===== config.mk =====
export PLATFORM = sky130hd
export DESIGN_NAME = ciex_exec
export DESIGN_NICKNAME = d
export VERILOG_FILES = /design/src/hdl/ciex_alu.v /design/src/hdl/ciex_exec.v
export VERILOG_INCLUDE_DIRS = /design/src /design/src/pkg
export SDC_FILE = /design/constraint.sdc
export NUM_CORES = 1
export LEC_CHECK = 0
export ABC_CLOCK_PERIOD_IN_PS = 4190
export BUFFER_PORTS_ARGS = -buffer_cell sky130_fd_sc_hd__buf_2
export CAP_MARGIN = 20
export CORE_MARGIN = 2
export CORE_UTILIZATION = 23
export DETAILED_ROUTE_END_ITERATION = 8
export GPL_TIMING_DRIVEN = 0
export SETUP_SLACK_MARGIN = 0.2
export SLEW_MARGIN = 5
export SYNTH_ARGS = -nofsm -noshare
export SYNTH_HDL_FRONTEND = slang
export SYNTH_SLANG_ARGS = --single-unit
export TNS_END_PERCENT = 30

===== constraint.sdc =====
create_clock -name clk_in -period 4.19 [get_ports clk_in]
set_clock_uncertainty 0.05 [all_clocks]
set_input_delay 0.2095 -clock clk_in [delete_from_list [all_inputs] [get_ports clk_in]]
set_output_delay 0.2095 -clock clk_in [all_outputs]
set_load 0.01 [all_outputs]

===== src/pkg/ciex_regs.vh =====
// constants for the instruction subset execution block
// assumes inclusion by bare name from hdl files
`ifndef CIEX_REGS_VH
`define CIEX_REGS_VH

// ----------------------------------------------------------------
// operation select codes
// ----------------------------------------------------------------
`define CIEX_OP_ROTATE_RIGHT   3'h0
`define CIEX_OP_SLEEP          3'h1
`define CIEX_OP_LIT_MINUS_ACC  3'h2
`define CIEX_OP_REG_MINUS_ACC  3'h3
`define CIEX_OP_REG_MINUS_BORR 3'h4
`define CIEX_OP_NIBBLE_EXCH    3'h5
`define CIEX_OP_DIRECTION_LOAD 3'h6
`define CIEX_OP_XOR_LITERAL    3'h7

// ----------------------------------------------------------------
// direction register selectors
// ----------------------------------------------------------------
`define CIEX_DIR_SEL_PORT_A    7'h05
`define CIEX_DIR_SEL_PORT_B    7'h06
`define CIEX_DIR_SEL_PORT_C    7'h07

// ----------------------------------------------------------------
// destination bit values
// ----------------------------------------------------------------
`define CIEX_DEST_ACC          1'b0
`define CIEX_DEST_REG          1'b1

// ----------------------------------------------------------------
// reset values
// ----------------------------------------------------------------
`define CIEX_RST_ACC           8'h00
`define CIEX_RST_DIRECTION     8'hff
`define CIEX_RST_TIMEOUT       1'b1
`define CIEX_RST_POWER_DOWN    1'b1
`define CIEX_RST_WATCHDOG      8'h00

`endif


===== src/hdl/ciex_alu.v =====
// combinational result and flag logic for the instruction subset
// assumes operands are stable for the cycle in which they are used
`timescale 1ns/1ns
`include "ciex_regs.vh"

module ciex_alu (
  // operation and operands
  input  wire [2:0] op_in,
  input  wire [7:0] acc_in,
  input  wire [7:0] operand_in,
  input  wire       carry_in,
  // result and flags
  output reg  [7:0] result_out,
  output reg        carry_out,
  output reg        digit_carry_out,
  output wire       zero_out,
  output reg        upd_carry_out,
  output reg        upd_digit_out,
  output reg        upd_zero_out
);

  // ----------------------------------------------------------------
  // subtraction core
  // ----------------------------------------------------------------
  reg       sub_cin;
  reg [8:0] sub_full;
  reg [4:0] sub_low;

  // operand + ~acc + cin; a clear carry acts as a borrow
  always @*
  begin
    sub_cin  = (op_in == `CIEX_OP_REG_MINUS_BORR) ? carry_in : 1'b1; // RQ6
    sub_full = {1'b0, operand_in} + {1'b0, ~acc_in} + {8'h00, sub_cin};
    sub_low  = {1'b0, operand_in[3:0]} + {1'b0, ~acc_in[3:0]}
             + {4'h0, sub_cin};
  end

  // zero flag follows the 8-bit result
  assign zero_out = (result_out == 8'h00); // RQ10

  // ----------------------------------------------------------------
  // result and flag select
  // ----------------------------------------------------------------
  always @*
  begin
    result_out      = operand_in;
    carry_out       = carry_in;
    digit_carry_out = 1'b0;
    upd_carry_out   = 1'b0;
    upd_digit_out   = 1'b0;
    upd_zero_out    = 1'b0;
    case (op_in)
      `CIEX_OP_ROTATE_RIGHT:
      begin
        result_out    = {carry_in, operand_in[7:1]}; // RQ1
        carry_out     = operand_in[0]; // RQ1
        upd_carry_out = 1'b1;
      end
      `CIEX_OP_LIT_MINUS_ACC, `CIEX_OP_REG_MINUS_ACC,
      `CIEX_OP_REG_MINUS_BORR:
      begin
        // carry out set means no borrow: acc not above operand
        result_out      = sub_full[7:0]; // RQ4 RQ5 RQ6
        carry_out       = sub_full[8]; // RQ4 RQ5
        digit_carry_out = sub_low[4]; // RQ4 RQ5
        upd_carry_out   = 1'b1;
        upd_digit_out   = 1'b1;
        upd_zero_out    = 1'b1; // RQ6
      end
      `CIEX_OP_NIBBLE_EXCH:
        result_out = {operand_in[3:0], operand_in[7:4]}; // RQ7
      `CIEX_OP_XOR_LITERAL:
      begin
        result_out   = acc_in ^ operand_in; // RQ9
        upd_zero_out = 1'b1; // RQ9
      end
      default:
        result_out = acc_in;
    endcase
  end

endmodule // ciex_alu


===== src/hdl/ciex_exec.v =====
// execution unit for one part of an 8-bit core's instruction set
// assumes the core's decoder drives the request ports on clk_in and
// supplies the addressed register's value in the same cycle
//
// Operation
// RQ1 - rotate right through carry, only carry changes
// RQ2 - destination bit picks accumulator or register
// RQ3 - sleep clears watchdog, sets timeout, clears powerdown
// RQ4 - literal minus accumulator, carry and digit carry
// RQ5 - register minus accumulator, carry and digit carry
// RQ6 - subtract with borrow, updates carry, digit, zero
// RQ7 - swap nibbles into destination, flags unchanged
// RQ8 - accumulator loads port direction register five-seven
// RQ9 - xor literal into accumulator, zero only
// RQ10 - zero set when result equals zero
`timescale 1ns/1ns
`include "ciex_regs.vh"

module ciex_exec #(
  parameter PRESCALE_W = 4,
  parameter WATCHDOG_W = 8
) (
  // clock and reset
  input  wire                  clk_in,
  input  wire                  rst_in,
  // instruction request from the decoder
  input  wire                  op_valid_in,
  input  wire [2:0]            op_code_in,
  input  wire [6:0]            reg_addr_in,
  input  wire                  dest_in,
  input  wire [7:0]            literal_in,
  input  wire [7:0]            reg_data_in,
  // wake event from outside the clock domain
  input  wire                  wake_in,
  // accumulator and status flags
  output reg  [7:0]            acc_out,
  output reg                   carry_out,
  output reg                   digit_carry_flag_out,
  output reg                   zero_out,
  output reg                   timeout_flag_out,
  output reg                   power_down_flag_out,
  // register file write-back
  output reg                   reg_wr_out,
  output reg  [6:0]            reg_wr_addr_out,
  output reg  [7:0]            reg_wr_data_out,
  // port direction registers
  output reg  [7:0]            port_a_direction_out,
  output reg  [7:0]            port_b_direction_out,
  output reg  [7:0]            port_c_direction_out,
  // watchdog and power state
  output reg  [WATCHDOG_W-1:0] watchdog_counter_out,
  output reg                   watchdog_tick_out,
  output reg                   sleep_mode_out
);

  // ----------------------------------------------------------------
  // decode helpers
  // ----------------------------------------------------------------
  // literal operations take the literal in place of the register
  function is_literal_op;
    input [2:0] op;
    begin
      is_literal_op = (op == `CIEX_OP_LIT_MINUS_ACC) ||
                      (op == `CIEX_OP_XOR_LITERAL);
    end
  endfunction

  // operations whose result is steered by the destination bit
  function has_dest_bit;
    input [2:0] op;
    begin
      has_dest_bit = (op == `CIEX_OP_ROTATE_RIGHT)  ||
                     (op == `CIEX_OP_REG_MINUS_ACC) ||
                     (op == `CIEX_OP_REG_MINUS_BORR) ||
                     (op == `CIEX_OP_NIBBLE_EXCH);
    end
  endfunction

  // ----------------------------------------------------------------
  // alu
  // ----------------------------------------------------------------
  wire [7:0] alu_operand;
  wire [7:0] alu_result;
  wire       alu_carry;
  wire       alu_digit;
  wire       alu_zero;
  wire       alu_upd_c;
  wire       alu_upd_dc;
  wire       alu_upd_z;

  assign alu_operand = is_literal_op(op_code_in) ? literal_in
                                                 : reg_data_in;

  ciex_alu u_alu (
    .op_in           (op_code_in),
    .acc_in          (acc_out),
    .operand_in      (alu_operand),
    .carry_in        (carry_out),
    .result_out      (alu_result),
    .carry_out       (alu_carry),
    .digit_carry_out (alu_digit),
    .zero_out        (alu_zero),
    .upd_carry_out   (alu_upd_c),
    .upd_digit_out   (alu_upd_dc),
    .upd_zero_out    (alu_upd_z)
  );

  // ----------------------------------------------------------------
  // request qualification
  // ----------------------------------------------------------------
  wire exec_ok;
  wire do_sleep;
  wire do_dir;
  wire to_reg;
  wire to_acc;

  // requests are ignored while asleep; the core is halted then
  assign exec_ok  = op_valid_in && !sleep_mode_out;
  assign do_sleep = exec_ok && (op_code_in == `CIEX_OP_SLEEP);
  assign do_dir   = exec_ok && (op_code_in == `CIEX_OP_DIRECTION_LOAD);
  assign to_reg   = exec_ok && has_dest_bit(op_code_in) &&
                    (dest_in == `CIEX_DEST_REG); // RQ2
  assign to_acc   = exec_ok && !do_sleep && !do_dir &&
                    (is_literal_op(op_code_in) ||
                     (dest_in == `CIEX_DEST_ACC)); // RQ2

  // ----------------------------------------------------------------
  // accumulator and arithmetic flags
  // ----------------------------------------------------------------
  always @(posedge clk_in or posedge rst_in)
  begin
    if (rst_in)
    begin
      acc_out              <= `CIEX_RST_ACC;
      carry_out            <= 1'b0;
      digit_carry_flag_out <= 1'b0;
      zero_out             <= 1'b0;
    end
    else if (exec_ok)
    begin
      if (to_acc)
        acc_out <= alu_result; // RQ2 RQ4 RQ9
      if (alu_upd_c)
        carry_out <= alu_carry; // RQ1 RQ4 RQ5 RQ6
      if (alu_upd_dc)
        digit_carry_flag_out <= alu_digit; // RQ4 RQ5 RQ6
      if (alu_upd_z)
        zero_out <= alu_zero; // RQ10
    end
  end

  // ----------------------------------------------------------------
  // register file write-back, one-cycle strobe
  // ----------------------------------------------------------------
  always @(posedge clk_in or posedge rst_in)
  begin
    if (rst_in)
    begin
      reg_wr_out      <= 1'b0;
      reg_wr_addr_out <= 7'h00;
      reg_wr_data_out <= 8'h00;
    end
    else
    begin
      reg_wr_out <= to_reg; // RQ2
      if (to_reg)
      begin
        reg_wr_addr_out <= reg_addr_in;
        reg_wr_data_out <= alu_result; // RQ1 RQ5 RQ7
      end
    end
  end

  // ----------------------------------------------------------------
  // port direction registers
  // ----------------------------------------------------------------
  // selectors outside five to seven load nothing
  always @(posedge clk_in or posedge rst_in)
  begin
    if (rst_in)
    begin
      port_a_direction_out <= `CIEX_RST_DIRECTION;
      port_b_direction_out <= `CIEX_RST_DIRECTION;
      port_c_direction_out <= `CIEX_RST_DIRECTION;
    end
    else if (do_dir)
    begin
      case (reg_addr_in)
        `CIEX_DIR_SEL_PORT_A: port_a_direction_out <= acc_out; // RQ8
        `CIEX_DIR_SEL_PORT_B: port_b_direction_out <= acc_out; // RQ8
        `CIEX_DIR_SEL_PORT_C: port_c_direction_out <= acc_out; // RQ8
        default: ;
      endcase
    end
  end

  // ----------------------------------------------------------------
  // wake synchroniser
  // ----------------------------------------------------------------
  reg wake_meta_r;
  reg wake_sync_r;

  always @(posedge clk_in or posedge rst_in)
  begin
    if (rst_in)
    begin
      wake_meta_r <= 1'b0;
      wake_sync_r <= 1'b0;
    end
    else
    begin
      wake_meta_r <= wake_in;
      wake_sync_r <= wake_meta_r;
    end
  end

  // ----------------------------------------------------------------
  // power state and status flags
  // ----------------------------------------------------------------
  // entering sleep wins over a wake level seen in the same cycle
  always @(posedge clk_in or posedge rst_in)
  begin
    if (rst_in)
    begin
      sleep_mode_out      <= 1'b0;
      timeout_flag_out    <= `CIEX_RST_TIMEOUT;
      power_down_flag_out <= `CIEX_RST_POWER_DOWN;
    end
    else if (do_sleep)
    begin
      sleep_mode_out      <= 1'b1;
      timeout_flag_out    <= 1'b1; // RQ3
      power_down_flag_out <= 1'b0; // RQ3
    end
    else if (wake_sync_r)
      sleep_mode_out <= 1'b0;
  end

  // ----------------------------------------------------------------
  // watchdog prescaler and counter
  // ----------------------------------------------------------------
  // the prescaler is a divider; its wrap is a one-cycle enable
  reg [PRESCALE_W-1:0] prescale_r;
  wire                 prescale_wrap;

  assign prescale_wrap = (prescale_r == {PRESCALE_W{1'b1}});

  always @(posedge clk_in or posedge rst_in)
  begin
    if (rst_in)
    begin
      prescale_r           <= {PRESCALE_W{1'b0}};
      watchdog_counter_out <= {WATCHDOG_W{1'b0}};
      watchdog_tick_out    <= 1'b0;
    end
    else if (do_sleep)
    begin
      prescale_r           <= {PRESCALE_W{1'b0}}; // RQ3
      watchdog_counter_out <= {WATCHDOG_W{1'b0}}; // RQ3
      watchdog_tick_out    <= 1'b0;
    end
    else
    begin
      prescale_r        <= prescale_r + {{(PRESCALE_W-1){1'b0}}, 1'b1};
      watchdog_tick_out <= prescale_wrap;
      if (prescale_wrap)
        watchdog_counter_out <= watchdog_counter_out +
                                {{(WATCHDOG_W-1){1'b0}}, 1'b1};
    end
  end

endmodule // ciex_exec


==> results of run 1 <==
## layout by cell type, fill, tap and decap left out, types with 2 or more instances in the layout
cell type   synthesis  routed
a211oi_1            3       3
a21boi_0            2       2
a21o_1              4       4
a21oi_1            18      18
a221oi_1            2       2
a222oi_1            3       3
a31oi_1             2       2
and2_1              2       2
and3_1              3       3
buf_2               5      96
buf_4               4       4
clkbuf_1            4       6
clkbuf_16           0       9
clkinv_1            0       2
clkinvlp_4          0       2
dfrtp_1            43      43
dfstp_2            25      25
fa_1                2       2
ha_1               10      10
inv_1              17      16
mux2_2             38      38
nand2_1            36      36
nand2b_1            6       6
nand3_1            12      12
nand3b_4            2       2
nand4_1             3       3
nor2_1             29      29
nor2b_1             8       8
nor3_1              6       6
o21ai_0            18      18
o22a_1              2       2
o31ai_1             3       3
or2_2               2       2
or3_1               3       3
xnor2_1             3       3
xor2_1              7       7
## per-layer routing
layer | GRT usage, % | share of wire [%] | up-vias
li1 | - | - | 1496
met1 | 17.7 | 49 | 1502
met2 | 19.8 | 45 | 89
met3 | 2.39 | 4.8 | 11
met4 | 4.35 | 1.5 | 0
met5 | 0 | 0 | -
## stage by stage
step / instances / total power, mW
after floorplan: 357 / 1.35
after global placement: 664 / 1.62
after detailed placement: 664 / 1.64
after CTS: 681 / 2.38
after global routing: 681 / 2.50
final: 681 / 2.35
## cells in the mapped netlist (all sizes together), types with 2 or more instances
master	instances	share of area, %
nor3	6	0.80
a31o	2	0.47
o41ai	2	0.67
a21boi	2	0.40
mux2	38	11
ha	10	3.4
fa	2	1.1
nand4	3	0.50
or2	2	0.34
o31ai	3	0.60
inv	17	1.7
o21ai	18	2.4
a211oi	4	0.94
nand2	36	3.6
a21o	4	0.80
and2	2	0.34
or3	3	0.50
o22a	2	0.47
nor2b	9	1.6
nand3	14	2.3
buf	10	1.8
a221oi	2	0.47
nor4	2	0.74
dfrtp	43	29
dfstp	25	18
nor2	29	2.9
a21oi	19	2.6
and3	3	0.50
a222oi	3	0.80
nand3b	3	1.3
nand2b	6	1.0
xnor2	3	0.70
a31oi	2	0.34
clkbuf	4	0.40
xor2	7	1.6
## final cells by class
class,count,area [um2]
multi-input cells,258,1850
repair buffers,92,465
well taps,216,270
inverters,17,66.3
plain buffers,14,81.3
clock buffers,11,233
flip-flops and latches,68,1730
clock inverters,5,52.6
fillers,1688,11100
## worst reg2reg max path: stages (launching register included)
cell      delay (ns)
dfrtp_1         0.44
or3_1           0.40
fa_1            0.44
inv_1           0.10
fa_1            0.20
nand2b_1        0.15
a21oi_1         0.18
a211oi_1        0.41
a221o_1         0.22
nand3_1         0.10
o41ai_2         0.31
## power breakdown
part,internal (mW),switching (mW)
registers,0.777,0.116
clock network,0.456,0.269
logic,0.307,0.423
## cell families (layout without fill, tap and decap cells)
family / after synthesis / count (layout)
flip-flops: 68 / 68
buffers and inverters: 31 / 139
adder cells (fa/ha/maj): 12 / 12
multiplexers: 38 / 38
other: 1 / 1
XOR/XNOR: 10 / 10
AND/OR/NAND/NOR: 121 / 121
AO/OA/AOI/OAI: 76 / 76
## state kept, by name, indices dropped and copies added (netlist names), 4 cells and up
| register | flops |
|---|---|
| port_b_direction_out | 8 |
| port_a_direction_out | 8 |
| reg_wr_data_out | 8 |
| port_c_direction_out | 8 |
| watchdog_counter_out | 8 |
| acc_out | 8 |
| prescale_r | 4 |
| reg_wr_addr_out | 7 |
## final timing paths
check / start / endpoint / slack [ns] / depth (start not counted)
setup / recovery: op_code_in[1] / zero_out / 0.89 / 13
hold / removal: rst_in / reg_wr_addr_out[0] / 0.01 / 2
setup reg to reg: carry_out / zero_out / 1.08 / 10
hold reg to reg: wake_meta_r / wake_sync_r / 0.30 / 0
max in group asynchronous: rst_in / digit_carry_flag_out / 3.53 / 2
min in group clk_in: reg_addr_in[2] / reg_wr_addr_out[2] / 0.07 / 2
==> key figures, run 1 <==
Min path
  • Tightest Hold Check Type: primary input to asynchronous set/reset pin

Die
  • Core region area: 15900 um2
  • Die Ht: 131 um
  • Initial core utilization: 23.5%
  • Die ar.: 17300 um2
  • Die width: 131 um
  • Row cnt: 46
  • I/O pin total: 94

Global route
  • Global route total overflow: 0
  • Largest net degree at the start of global routing: 69
  • Vias in the first global route: 3159
  • Total Routing Usage GR: 12.7%
  • Initial antenna violation count: 0
  • First-pass GRT wire length: 17300 um

Setup path
  • Worst-path fanout max: 10
  • Critical path startpoint category: primary input
  • CP peak stage delay: 0.47 ns
  • CP bufs+invs: 3
  • WP data arrival: 3.48 ns
  • Crit end category: flip-flop
  • Worst Path Required: 4.37 ns
  • Crit Path Class: primary input to flip-flop
  • CP Cell Sequence: buf_2, buf_2, nand3_2, mux2_2, fa_1, inv_1, fa_1, nand2b_1, a21oi_1, a211oi_1, a221o_1, nand3_1, o41ai_2
  • Top Family by Delay on Critical Path: compound AO/OA/AOI/OAI gates
  • CP max stage cell: fa_1

Clocking
  • CTS tree: done
  • Worst-Skew Late Latency: 0.33 ns
  • Post CTS Setup Buffer Count: 0
  • TritonCTS Buffers: 9
  • Hold_buf cts: 1
  • Clock root buffer: clkbuf_16
  • Post-cts sizing count: 0
  • H-tree levels: 3
  • Clock Pin Slew Worst Setup and Hold Paths: 0.06 ns
  • Clock Sinks: 68
  • Clk buf depth: 2

Timing
  • Period Utilization, post-route: 78.8%
  • Fin Hold WS: 0.0134 ns
  • Endpoints failing setup: 0
  • Setup TNS: 0 ns
  • RSZ-0062 raised after global routing: no
  • Slew margin rel.: 43.7%
  • Least-Margin Pin Slew: 0.845 ns
  • Fmax: 303 MHz
  • Setup ws final: 0.888 ns
  • Min cycle time layout: 3.30 ns
  • Final slew viol count: 0
  • Final Hold Fails: 0

Synth
  • Synth unique cells: 63
  • Post-synthesis xor/xnor area fraction: 2.35%
  • Main combinational cell family by area after synthesis: simple AND/OR/NAND/NOR gates
  • Predominant post-synthesis flop cell: dfrtp_1
  • Seq/Total Area, Yosys: 46.4%
  • Simple-Gate Fraction of Synth Area: 17.3%
  • Net Count, Synth: 400
  • Adder-cell share of the synthesized area: 4.43%
  • Synth Register Bits: 68
  • Synth Area per Inst: 10.5 um2
  • Async SR Flop Fraction: 100%
  • Post-synth EDFFs: 0
  • Yosys Warn Count: 0
  • Post-synthesis mux area share: 11.5%
  • Synth Area in Compound Gates: 14.1%
  • Synthesized area: 3730 um2
  • Post-Syn Instances: 357

Placed design
  • Post-place setup slack: 0.584 ns
  • Final RePlAce weighted congestion: 0.920
  • Port buffer count: 91
  • Post-detail-place hpwl: 8180 um
  • Placed instance area: 4460 um2

Routing
  • Total wire length: 10600 um
  • Via count: 3098
  • DRT Pass-1 Iters: 4
  • DR DRC count: 0
  • Initial drt markers: 156
  • Final ANT Viol Nets: 0
  • Vias per cell: 4.55
  • DR WL/cell: 15.6 um

Power and ir drop
  • Leakage: 2.29 nW
  • PD cells: 494 nW/um2
  • VDD IR-drop max: 0.190 mV

Final layout
  • Final net count: 503
  • # diodes: 0
  • Fin area: 4750 um2
  • P&R area growth vs syn: 27.4%
  • Fin util: 29.9%
  • Share of post-route cells with drive strength above 1: 40.9%

Run status
  • Status: complete, no violations

Job
  • Max cap viols: 0
Power figures use the tool's default switching activity.
==> run 2: changes to the inputs <==
- ABC_AREA: default -> 1
- ABC_CLOCK_PERIOD_IN_PS: 4190 -> 3450
- clock period: 4.19 -> 3.45 ns (I/O delays scaled with it)
==> run 2 against run 1 <==
  * Final cell count up 14%
  * Critical endpoint unchanged
  * Synthesized cell count grew 26%
  * Global-route usage rose by 0.092 points
  * Largest power group unchanged
  * Combinational power is 29% higher
  * Register-to-register slack lost 0.23 ns
  * Cell area is 0.21% higher
==> key figures, run 2 <==
Power and ir drop
  • Cell-internal power: 1.85 mW (was 1.54 mW)
  • Leakage: 2.39 nW (was 2.29 nW)
  • Register share of total power: 36.5% (was 38.0%)
  • Switching fraction of total power: 36.1% (was 34.4%)
  • PD cells: 608 nW/um2 (was 494 nW/um2)
  • Clock network fraction of design power: 31.0% (was 30.9%)
  • Psw: 1.05 mW (was 808 uW)
  • Comb power frac: 32.5% (was 31.1%)
  • VDD IR-drop max: 0.207 mV (was 0.190 mV)

Job
  • Max cap viols: 0 (unchanged)

Setup path
  • Critical path startpoint category: primary input (unchanged)
  • Worst Path Required: 3.66 ns (was 4.37 ns)
  • Worst-path fanout max: 10 (unchanged)
  • Top Family by Delay on Critical Path: simple AND/OR/NAND/NOR gates (was compound AO/OA/AOI/OAI gates)
  • WP data arrival: 2.87 ns (was 3.48 ns)
  • CP Cell Sequence: buf_2, buf_4, nand3_2, nand2_4, nand2_1, nand2_1, fa_1, inv_1, fa_1, inv_1, nand2_1, nand2_1, nand3_1, nand3_1, nand3_1, nor2_1, nand2_1, nor2_1, nand3_1, nand2_1 (was buf_2, buf_2, nand3_2, mux2_2, fa_1, inv_1, fa_1, nand2b_1, a21oi_1, a211oi_1, a221o_1, nand3_1, o41ai_2)
  • CP peak stage delay: 0.35 ns (was 0.47 ns)
  • Crit Path Class: primary input to flip-flop (unchanged)
  • CP max stage cell: fa_1 (unchanged)
  • Crit end category: flip-flop (unchanged)
  • Crit-path most repeated cell: nand2_1
  • CP bufs+invs: 4 (was 3)

Clocking
  • Clock root buffer: clkbuf_16 (unchanged)
  • Post CTS Setup Buffer Count: 0 (unchanged)
  • Worst-Skew Late Latency: 0.33 ns (about the same)
  • Clk buf depth: 2 (unchanged)
  • Clock Sinks: 68 (unchanged)
  • Clock Pin Slew Worst Setup and Hold Paths: 0.06 ns (about the same)
  • TritonCTS Buffers: 9 (unchanged)
  • H-tree levels: 3 (unchanged)
  • CTS tree: done (unchanged)

Synth
  • Top post-synthesis cells by count: nand2_1 (124), inv_1 (50), dfrtp_1 (43) (was dfrtp_1 (43), mux2_2 (38), nand2_1 (36))
  • Most common cell in the netlist: nand2_1 (was dfrtp_1)
  • Post-synth EDFFs: 0 (unchanged)
  • Async SR Flop Fraction: 100% (unchanged)
  • Net Count, Synth: 494 (was 400)
  • Main combinational cell family by area after synthesis: simple AND/OR/NAND/NOR gates (unchanged)
  • Synth unique cells: 38 (was 63)
  • Predominant post-synthesis flop cell: dfrtp_1 (unchanged)
  • Adder-cell share of the synthesized area: 4.48% (was 4.43%)
  • Yosys Warn Count: 0 (unchanged)
  • Synth Area per Inst: 8.18 um2 (was 10.5 um2)
  • Dominant cell type by area after synthesis: dfrtp_1 (unchanged)
  • Post-synthesis mux area share: 1.53% (was 11.5%)
  • Synthesized area: 3690 um2 (was 3730 um2)
  • Simple-Gate Fraction of Synth Area: 27.8% (was 17.3%)
  • Post-synthesis xor/xnor area fraction: 0.237% (was 2.35%)
  • Main area contributors after synthesis: dfrtp_1 (29%), dfstp_2 (18%), nand2_1 (13%), inv_1 (5.1%), o21ai_0 (4.9%) (was dfrtp_1 (29%), dfstp_2 (18%), mux2_2 (11%), nand2_1 (3.6%), ha_1 (3.4%))
  • Seq/Total Area, Yosys: 47.0% (was 46.4%)
  • Synth Area in Compound Gates: 10.9% (was 14.1%)
  • Post-Syn Instances: 451 (was 357)
  • Synth Register Bits: 68 (unchanged)
  • Top-area cell type share of the netlist area: 29.2% (was 28.8%)

Routing
  • Via count: 3315 (was 3098)
  • Total wire length: 10500 um (was 10600 um)
  • DR DRC count: 0 (unchanged)
  • Initial drt markers: 177 (was 156)
  • Vias per cell: 4.27 (was 4.55)
  • Final ANT Viol Nets: 0 (unchanged)
  • DR WL/cell: 13.5 um (was 15.6 um)
  • DRT Pass-1 Iters: 5 (was 4)

Timing
  • Least-Margin Pin Slew: 0.591 ns (was 0.845 ns)
  • Final Hold Fails: 0 (unchanged)
  • Fmax: 376 MHz
  • RSZ-0062 raised after global routing: no (unchanged)
  • Setup ws final: 0.793 ns (was 0.888 ns)
  • Setup TNS: 0 ns (unchanged)
  • Slew margin rel.: 60.5% (was 43.7%)
  • Endpoints failing setup: 0 (unchanged)
  • Min cycle time layout: 2.66 ns
  • Period Utilization, post-route: 77.0%
  • Final slew viol count: 0 (unchanged)

Die
  • I/O pin total: 94 (unchanged)
  • Die ar.: 17100 um2 (was 17300 um2)
  • Initial core utilization: 23.4% (was 23.5%)
  • Row cnt: 46 (unchanged)
  • Core region area: 15800 um2 (was 15900 um2)
  • Die Ht: 131 um (about the same)
  • Die width: 131 um (about the same)

Global route
  • Vias in the first global route: 3114 (was 3159)
  • First-pass GRT wire length: 16600 um (was 17300 um)
  • Total Routing Usage GR: 12.8% (was 12.7%)
  • Global route total overflow: 0 (unchanged)
  • Largest net degree at the start of global routing: 63 (was 69)
  • Initial antenna violation count: 0 (unchanged)

Placed design
  • Final RePlAce weighted congestion: 0.909 (was 0.920)
  • Post-detail-place hpwl: 8320 um (was 8180 um)
  • Post-place setup slack: 0.454 ns (was 0.584 ns)
  • Port buffer count: 91 (unchanged)

Min path
  • Tightest Hold Check Type: primary input to flip-flop (was primary input to asynchronous set/reset pin)

Final layout
  • Commonest non-fill, non-tap cell in the layout: nand2_1 (was buf_2)
  • # diodes: 0 (unchanged)
  • Share of post-route cells with drive strength above 1: 31.6% (was 40.9%)
  • P&R area growth vs syn: 29.1% (was 27.4%)
  • Most frequent cells in the layout: nand2_1 (124), buf_2 (94), inv_1 (49) (was buf_2 (96), dfrtp_1 (43), mux2_2 (38))
  • Final net count: 599 (was 503)
  • Fillers: 1744 (was 1688)

Run status
  • Status: complete, no violations (unchanged)
## run 2: cell types whose count changed after synthesis, sizes merged, moves of 9 or more
cell   change
nand3     +21
mux2      -33
inv       +39
o21ai     +32
nand4     +11
nor2b      -9
nand2     +90
## run 2: final timing paths
| check | from | to | slack (ns) | cells past startpoint |
|---|---|---|---|---|
| setup reg to reg | carry_out | zero_out | 0.85 | 16 |
| max in group asynchronous | rst_in | port_a_direction_out[5] | 2.53 | 4 |
| hold reg to reg | wake_meta_r | wake_sync_r | 0.30 | 0 |
| hold / removal | reg_addr_in[2] | reg_wr_addr_out[2] | 0.03 | 3 |
| min in group asynchronous | rst_in | watchdog_counter_out[7] | 0.23 | 3 |
| setup / recovery | op_code_in[0] | zero_out | 0.79 | 20 |
## run 2: power by group through the flow
| stage | clock network [mW] | logic (mW) | registers (mW) |
|---|---|---|---|
| after CTS | 0.922 | 0.956 | 1.06 |
| after global routing | 0.963 | 1.09 | 1.08 |
| after floorplan | 0 | 0.550 | 1.11 |
| after detailed placement | 0 | 0.951 | 1.07 |
| final | 0.897 | 0.941 | 1.06 |
| after global placement | 0 | 0.930 | 1.07 |
## run 2: logic make-up (layout without fill, tap and decap cells)
kind of cell,after synthesis,count (layout)
buf+inv,68,178
simple gates,226,226
flops,68,68
fa+ha+maj,12,12
mux,5,5
compound gates,70,70
other cells,1,1
xor+xnor,1,1
## run 2: area by class of cell
class	instances	area, um2	share of cell area (%)
sequential	68	1730	36.4
clock buffer	12	268	5.62
timing repair buffer	94	503	10.6
tap	216	270	5.67
buffer	12	86.3	1.81
inverter	56	213	4.46
clock inverter	4	31.3	0.657
multi-input combinational	315	1660	34.8
## run 2: per-stage QoR
| stage | instances | instance area, um2 | hold WS, ns | power, mW | utilization (%) |
|---|---|---|---|---|---|
| 2_1_floorplan | 451 | 3690 | 0.154 | 1.66 | - |
| 3_3_place_gp | 758 | 4420 | 0.246 | 2.00 | 28.0 |
| 3_5_place_dp | 759 | 4450 | 0.0214 | 2.02 | 28.2 |
| 4_1_cts | 777 | 4760 | 0.0214 | 2.94 | 30.2 |
| 5_1_grt | 777 | 4760 | 0.0191 | 3.13 | 30.2 |
| 6_report | 777 | 4760 | 0.0303 | 2.90 | 30.2 |
## run 2: routing by layer
metal  share of wire, %  routed length (um)  GRT usage [%]  up-vias
li1                   -                   -              -     1682
met1                 47                4950           17.6     1527
met2                 46                4860           20.5       97
met3                5.9                 619           2.57        9
met4               0.92                  97           3.94        0
met5                  0                   0              0        -
## run 2: repair_timing
item,in CTS,in global routing
hold buffers,2,0
hold endpoints to repair,44,0
gates resized for setup,0,0
## run 2: tightest hold or removal path, delay by kind of cell
kind	cells	cell delay [ns]
buffers and inverters	1	0.09
AND/OR/NAND/NOR	2	0.11
==> run 3: changes to the inputs <==
- ABC_CLOCK_PERIOD_IN_PS: 3450 -> 2700
- clock period: 3.45 -> 2.7 ns (I/O delays scaled with it)
==> run 3 against run 2 <==
  * Final cell count up 1.7%
  * First-iteration DRC count down 9.0%
  * Routed wire length grew 1.5%
  * Critical path type is now flip-flop to flip-flop
  * Highest routed layer unchanged
==> key figures, run 3 (synthesis results as in run 2) <==
Final layout
  • Share of post-route cells with drive strength above 1: 35.2% (was 31.6%)
  • Commonest non-fill, non-tap cell in the layout: nand2_1 (unchanged)
  • Footprint of the multi-input gates: 1730 um2 (was 1660 um2)
  • Fillers: 1741 (was 1744)
  • P&R area growth vs syn: 33.7% (was 29.1%)
  • Register area: 1730 um2 (unchanged)
  • # diodes: 0 (unchanged)
  • Most frequent cells in the layout: nand2_1 (119), buf_2 (94), inv_1 (47) (was nand2_1 (124), buf_2 (94), inv_1 (49))
  • Final net count: 612 (was 599)
  • Fin area: 4930 um2 (was 4760 um2)

Setup path
  • Crit-path most repeated cell: nand2_1 (unchanged)
  • Reg2Reg Depth: 13 (was 16)
  • Worst Path Required: 2.91 ns (was 3.66 ns)
  • Crit Path Class: flip-flop to flip-flop (was primary input to flip-flop)
  • CP Cell Sequence: or2_4, fa_2, inv_2, fa_1, inv_1, or2_2, nand3_2, nand2_2, nor3_4, nand2_1, nor2_1, nand3_1, nand2_1 (was buf_2, buf_4, nand3_2, nand2_4, nand2_1, nand2_1, fa_1, inv_1, fa_1, inv_1, nand2_1, nand2_1, nand3_1, nand3_1, nand3_1, nor2_1, nand2_1, nor2_1, nand3_1, nand2_1)
  • CP peak stage delay: 0.40 ns (was 0.35 ns)
  • Critical path startpoint category: flip-flop (was primary input)
  • CP max stage cell: dfrtp_1 (was fa_1)
  • Worst-path fanout max: 3 (was 10)
  • Critical Path Start: carry_out (was op_code_in[0])
  • WP data arrival: 2.53 ns (was 2.87 ns)
  • R2R Path Start: carry_out (unchanged)
  • Crit end category: flip-flop (unchanged)

Routing
  • DR DRC count: 0 (unchanged)
  • Initial drt markers: 161 (was 177)
  • Final ANT Viol Nets: 0 (unchanged)
  • DRT Pass-1 Iters: 7 (was 5)
  • Total wire length: 10700 um (was 10500 um)
  • Vias per cell: 4.27 (about the same)
  • DR WL/cell: 13.5 um (about the same)
  • Via count: 3375 (was 3315)

Clocking
  • Clock Pin Slew Worst Setup and Hold Paths: 0.06 ns (about the same)
  • CTS tree: done (unchanged)
  • Worst-Skew Late Latency: 0.33 ns (about the same)
  • Clk buf depth: 2 (unchanged)
  • Clock Sinks: 68 (unchanged)
  • H-tree levels: 3 (unchanged)
  • Clock root buffer: clkbuf_16 (unchanged)
  • TritonCTS Buffers: 9 (unchanged)

Min path
  • Tightest Hold Check Type: primary input to flip-flop (unchanged)
  • Min-Delay Path Depth: 3 (unchanged)
  • Hold Startpoint: reg_addr_in[6] (was reg_addr_in[2])

Die
  • Die Ht: 131 um (unchanged)
  • Core region area: 15800 um2 (unchanged)
  • I/O pin total: 94 (unchanged)
  • Initial core utilization: 23.4% (unchanged)
  • Row cnt: 46 (unchanged)
  • Die width: 131 um (unchanged)
  • Die ar.: 17100 um2 (unchanged)

Global route
  • Largest net degree at the start of global routing: 63 (unchanged)
  • Initial antenna violation count: 0 (unchanged)
  • Vias in the first global route: 3122 (was 3114)
  • First-pass GRT wire length: 16700 um (was 16600 um)
  • Total Routing Usage GR: 12.8% (about the same)
  • Global route total overflow: 0 (unchanged)

Timing
  • Final slew viol count: 0 (unchanged)
  • Min cycle time layout: 2.31 ns
  • Fin Hold WS: 0.0218 ns (was 0.0303 ns)
  • Period Utilization, post-route: 85.6%
  • Least-Margin Pin Slew: 0.582 ns (was 0.591 ns)
  • Endpoints failing setup: 0 (unchanged)
  • RSZ-0062 raised after global routing: no (unchanged)
  • Setup TNS: 0 ns (unchanged)
  • Slew margin rel.: 61.1% (was 60.5%)
  • Final Hold Fails: 0 (unchanged)
  • Setup ws final: 0.388 ns (was 0.793 ns)
  • Fmax: 433 MHz

Placed design
  • Final RePlAce weighted congestion: 0.909 (unchanged)
  • Post-detail-place hpwl: 8320 um (unchanged)
  • Placed instance area: 4450 um2 (unchanged)
  • Port buffer count: 91 (unchanged)
  • Post-place setup slack: -0.258 ns (was 0.454 ns)

Power and ir drop
  • Leakage: 2.47 nW (was 2.39 nW)
  • PD cells: 771 nW/um2 (was 608 nW/um2)
  • Design Power: 3.81 mW (was 2.90 mW)
  • VDD IR-drop max: 0.266 mV (was 0.207 mV)

Job
  • Max cap viols: 0 (unchanged)

Run status
  • Status: complete, no violations (unchanged)
[run 3: cell types whose count changed in the layout (fill, tap and decap cells not counted), sizes merged]
cell         before  now
dlygate4sd3       2    3
buf             101  113
[run 3: repair_timing]
action	4_1_cts	5_1_grt
hold endpoints to repair	45	0
endpoints found under the setup margin	1	7
setup buffers	2	10
resized for setup	5	15
hold buffers	3	0
pin swaps	1	8
[run 3: metal layers]
metal	share of wire [%]	wire length, um	vias to the layer above	track usage, %
met2	47	4980	90	20.5
met3	5.2	554	8	2.57
met5	0	0	-	0
met4	1.1	121	0	3.94
met1	47	5030	1572	17.6
li1	-	-	1705	-
[run 3: final timing paths]
| kind | slack (ns) | endpoint |
|---|---|---|
| worst max-delay path | 0.39 | zero_out |
| worst min-delay path | 0.02 | reg_wr_addr_out[6] |
| worst max register to register | 0.39 | zero_out |
| worst min register to register | 0.30 | wake_sync_r |
| max in group asynchronous | 1.82 | port_a_direction_out[5] |
| min in group asynchronous | 0.19 | watchdog_counter_out[7] |
[run 3: worst max-delay path: cells and delay by family (launching register included)]
kind | cells | cell delay, ns
buffers and inverters | 2 | 0.11
adders and majority gates | 2 | 0.51
and+or+nand+nor | 9 | 1.18
DFF | 1 | 0.40
[run 3: through the flow]
stage               cells  utilization, %
CTS                   780            30.5
detailed placement    759            28.2
global route          790            31.3
floorplan             451               -
finish                790            31.3
global placement      758            28.0
[run 3: power breakdown]
group          leakage (nW)  internal (mW)  total, mW  switching, mW
sequential            0.803           1.21       1.35          0.136
combinational          1.53          0.510       1.31          0.798
clock                 0.136          0.704       1.15          0.442
total                  2.47           2.43       3.81           1.38
[run 3: area by class of cell]
class / instances / area share (%)
clock buffer: 12 / 5.43
tap: 216 / 5.48
buffer: 12 / 1.83
inverter: 56 / 4.31
timing repair buffer: 107 / 12.2
clock inverter: 4 / 0.634
sequential: 68 / 35.1
multi-input combinational: 315 / 35.0
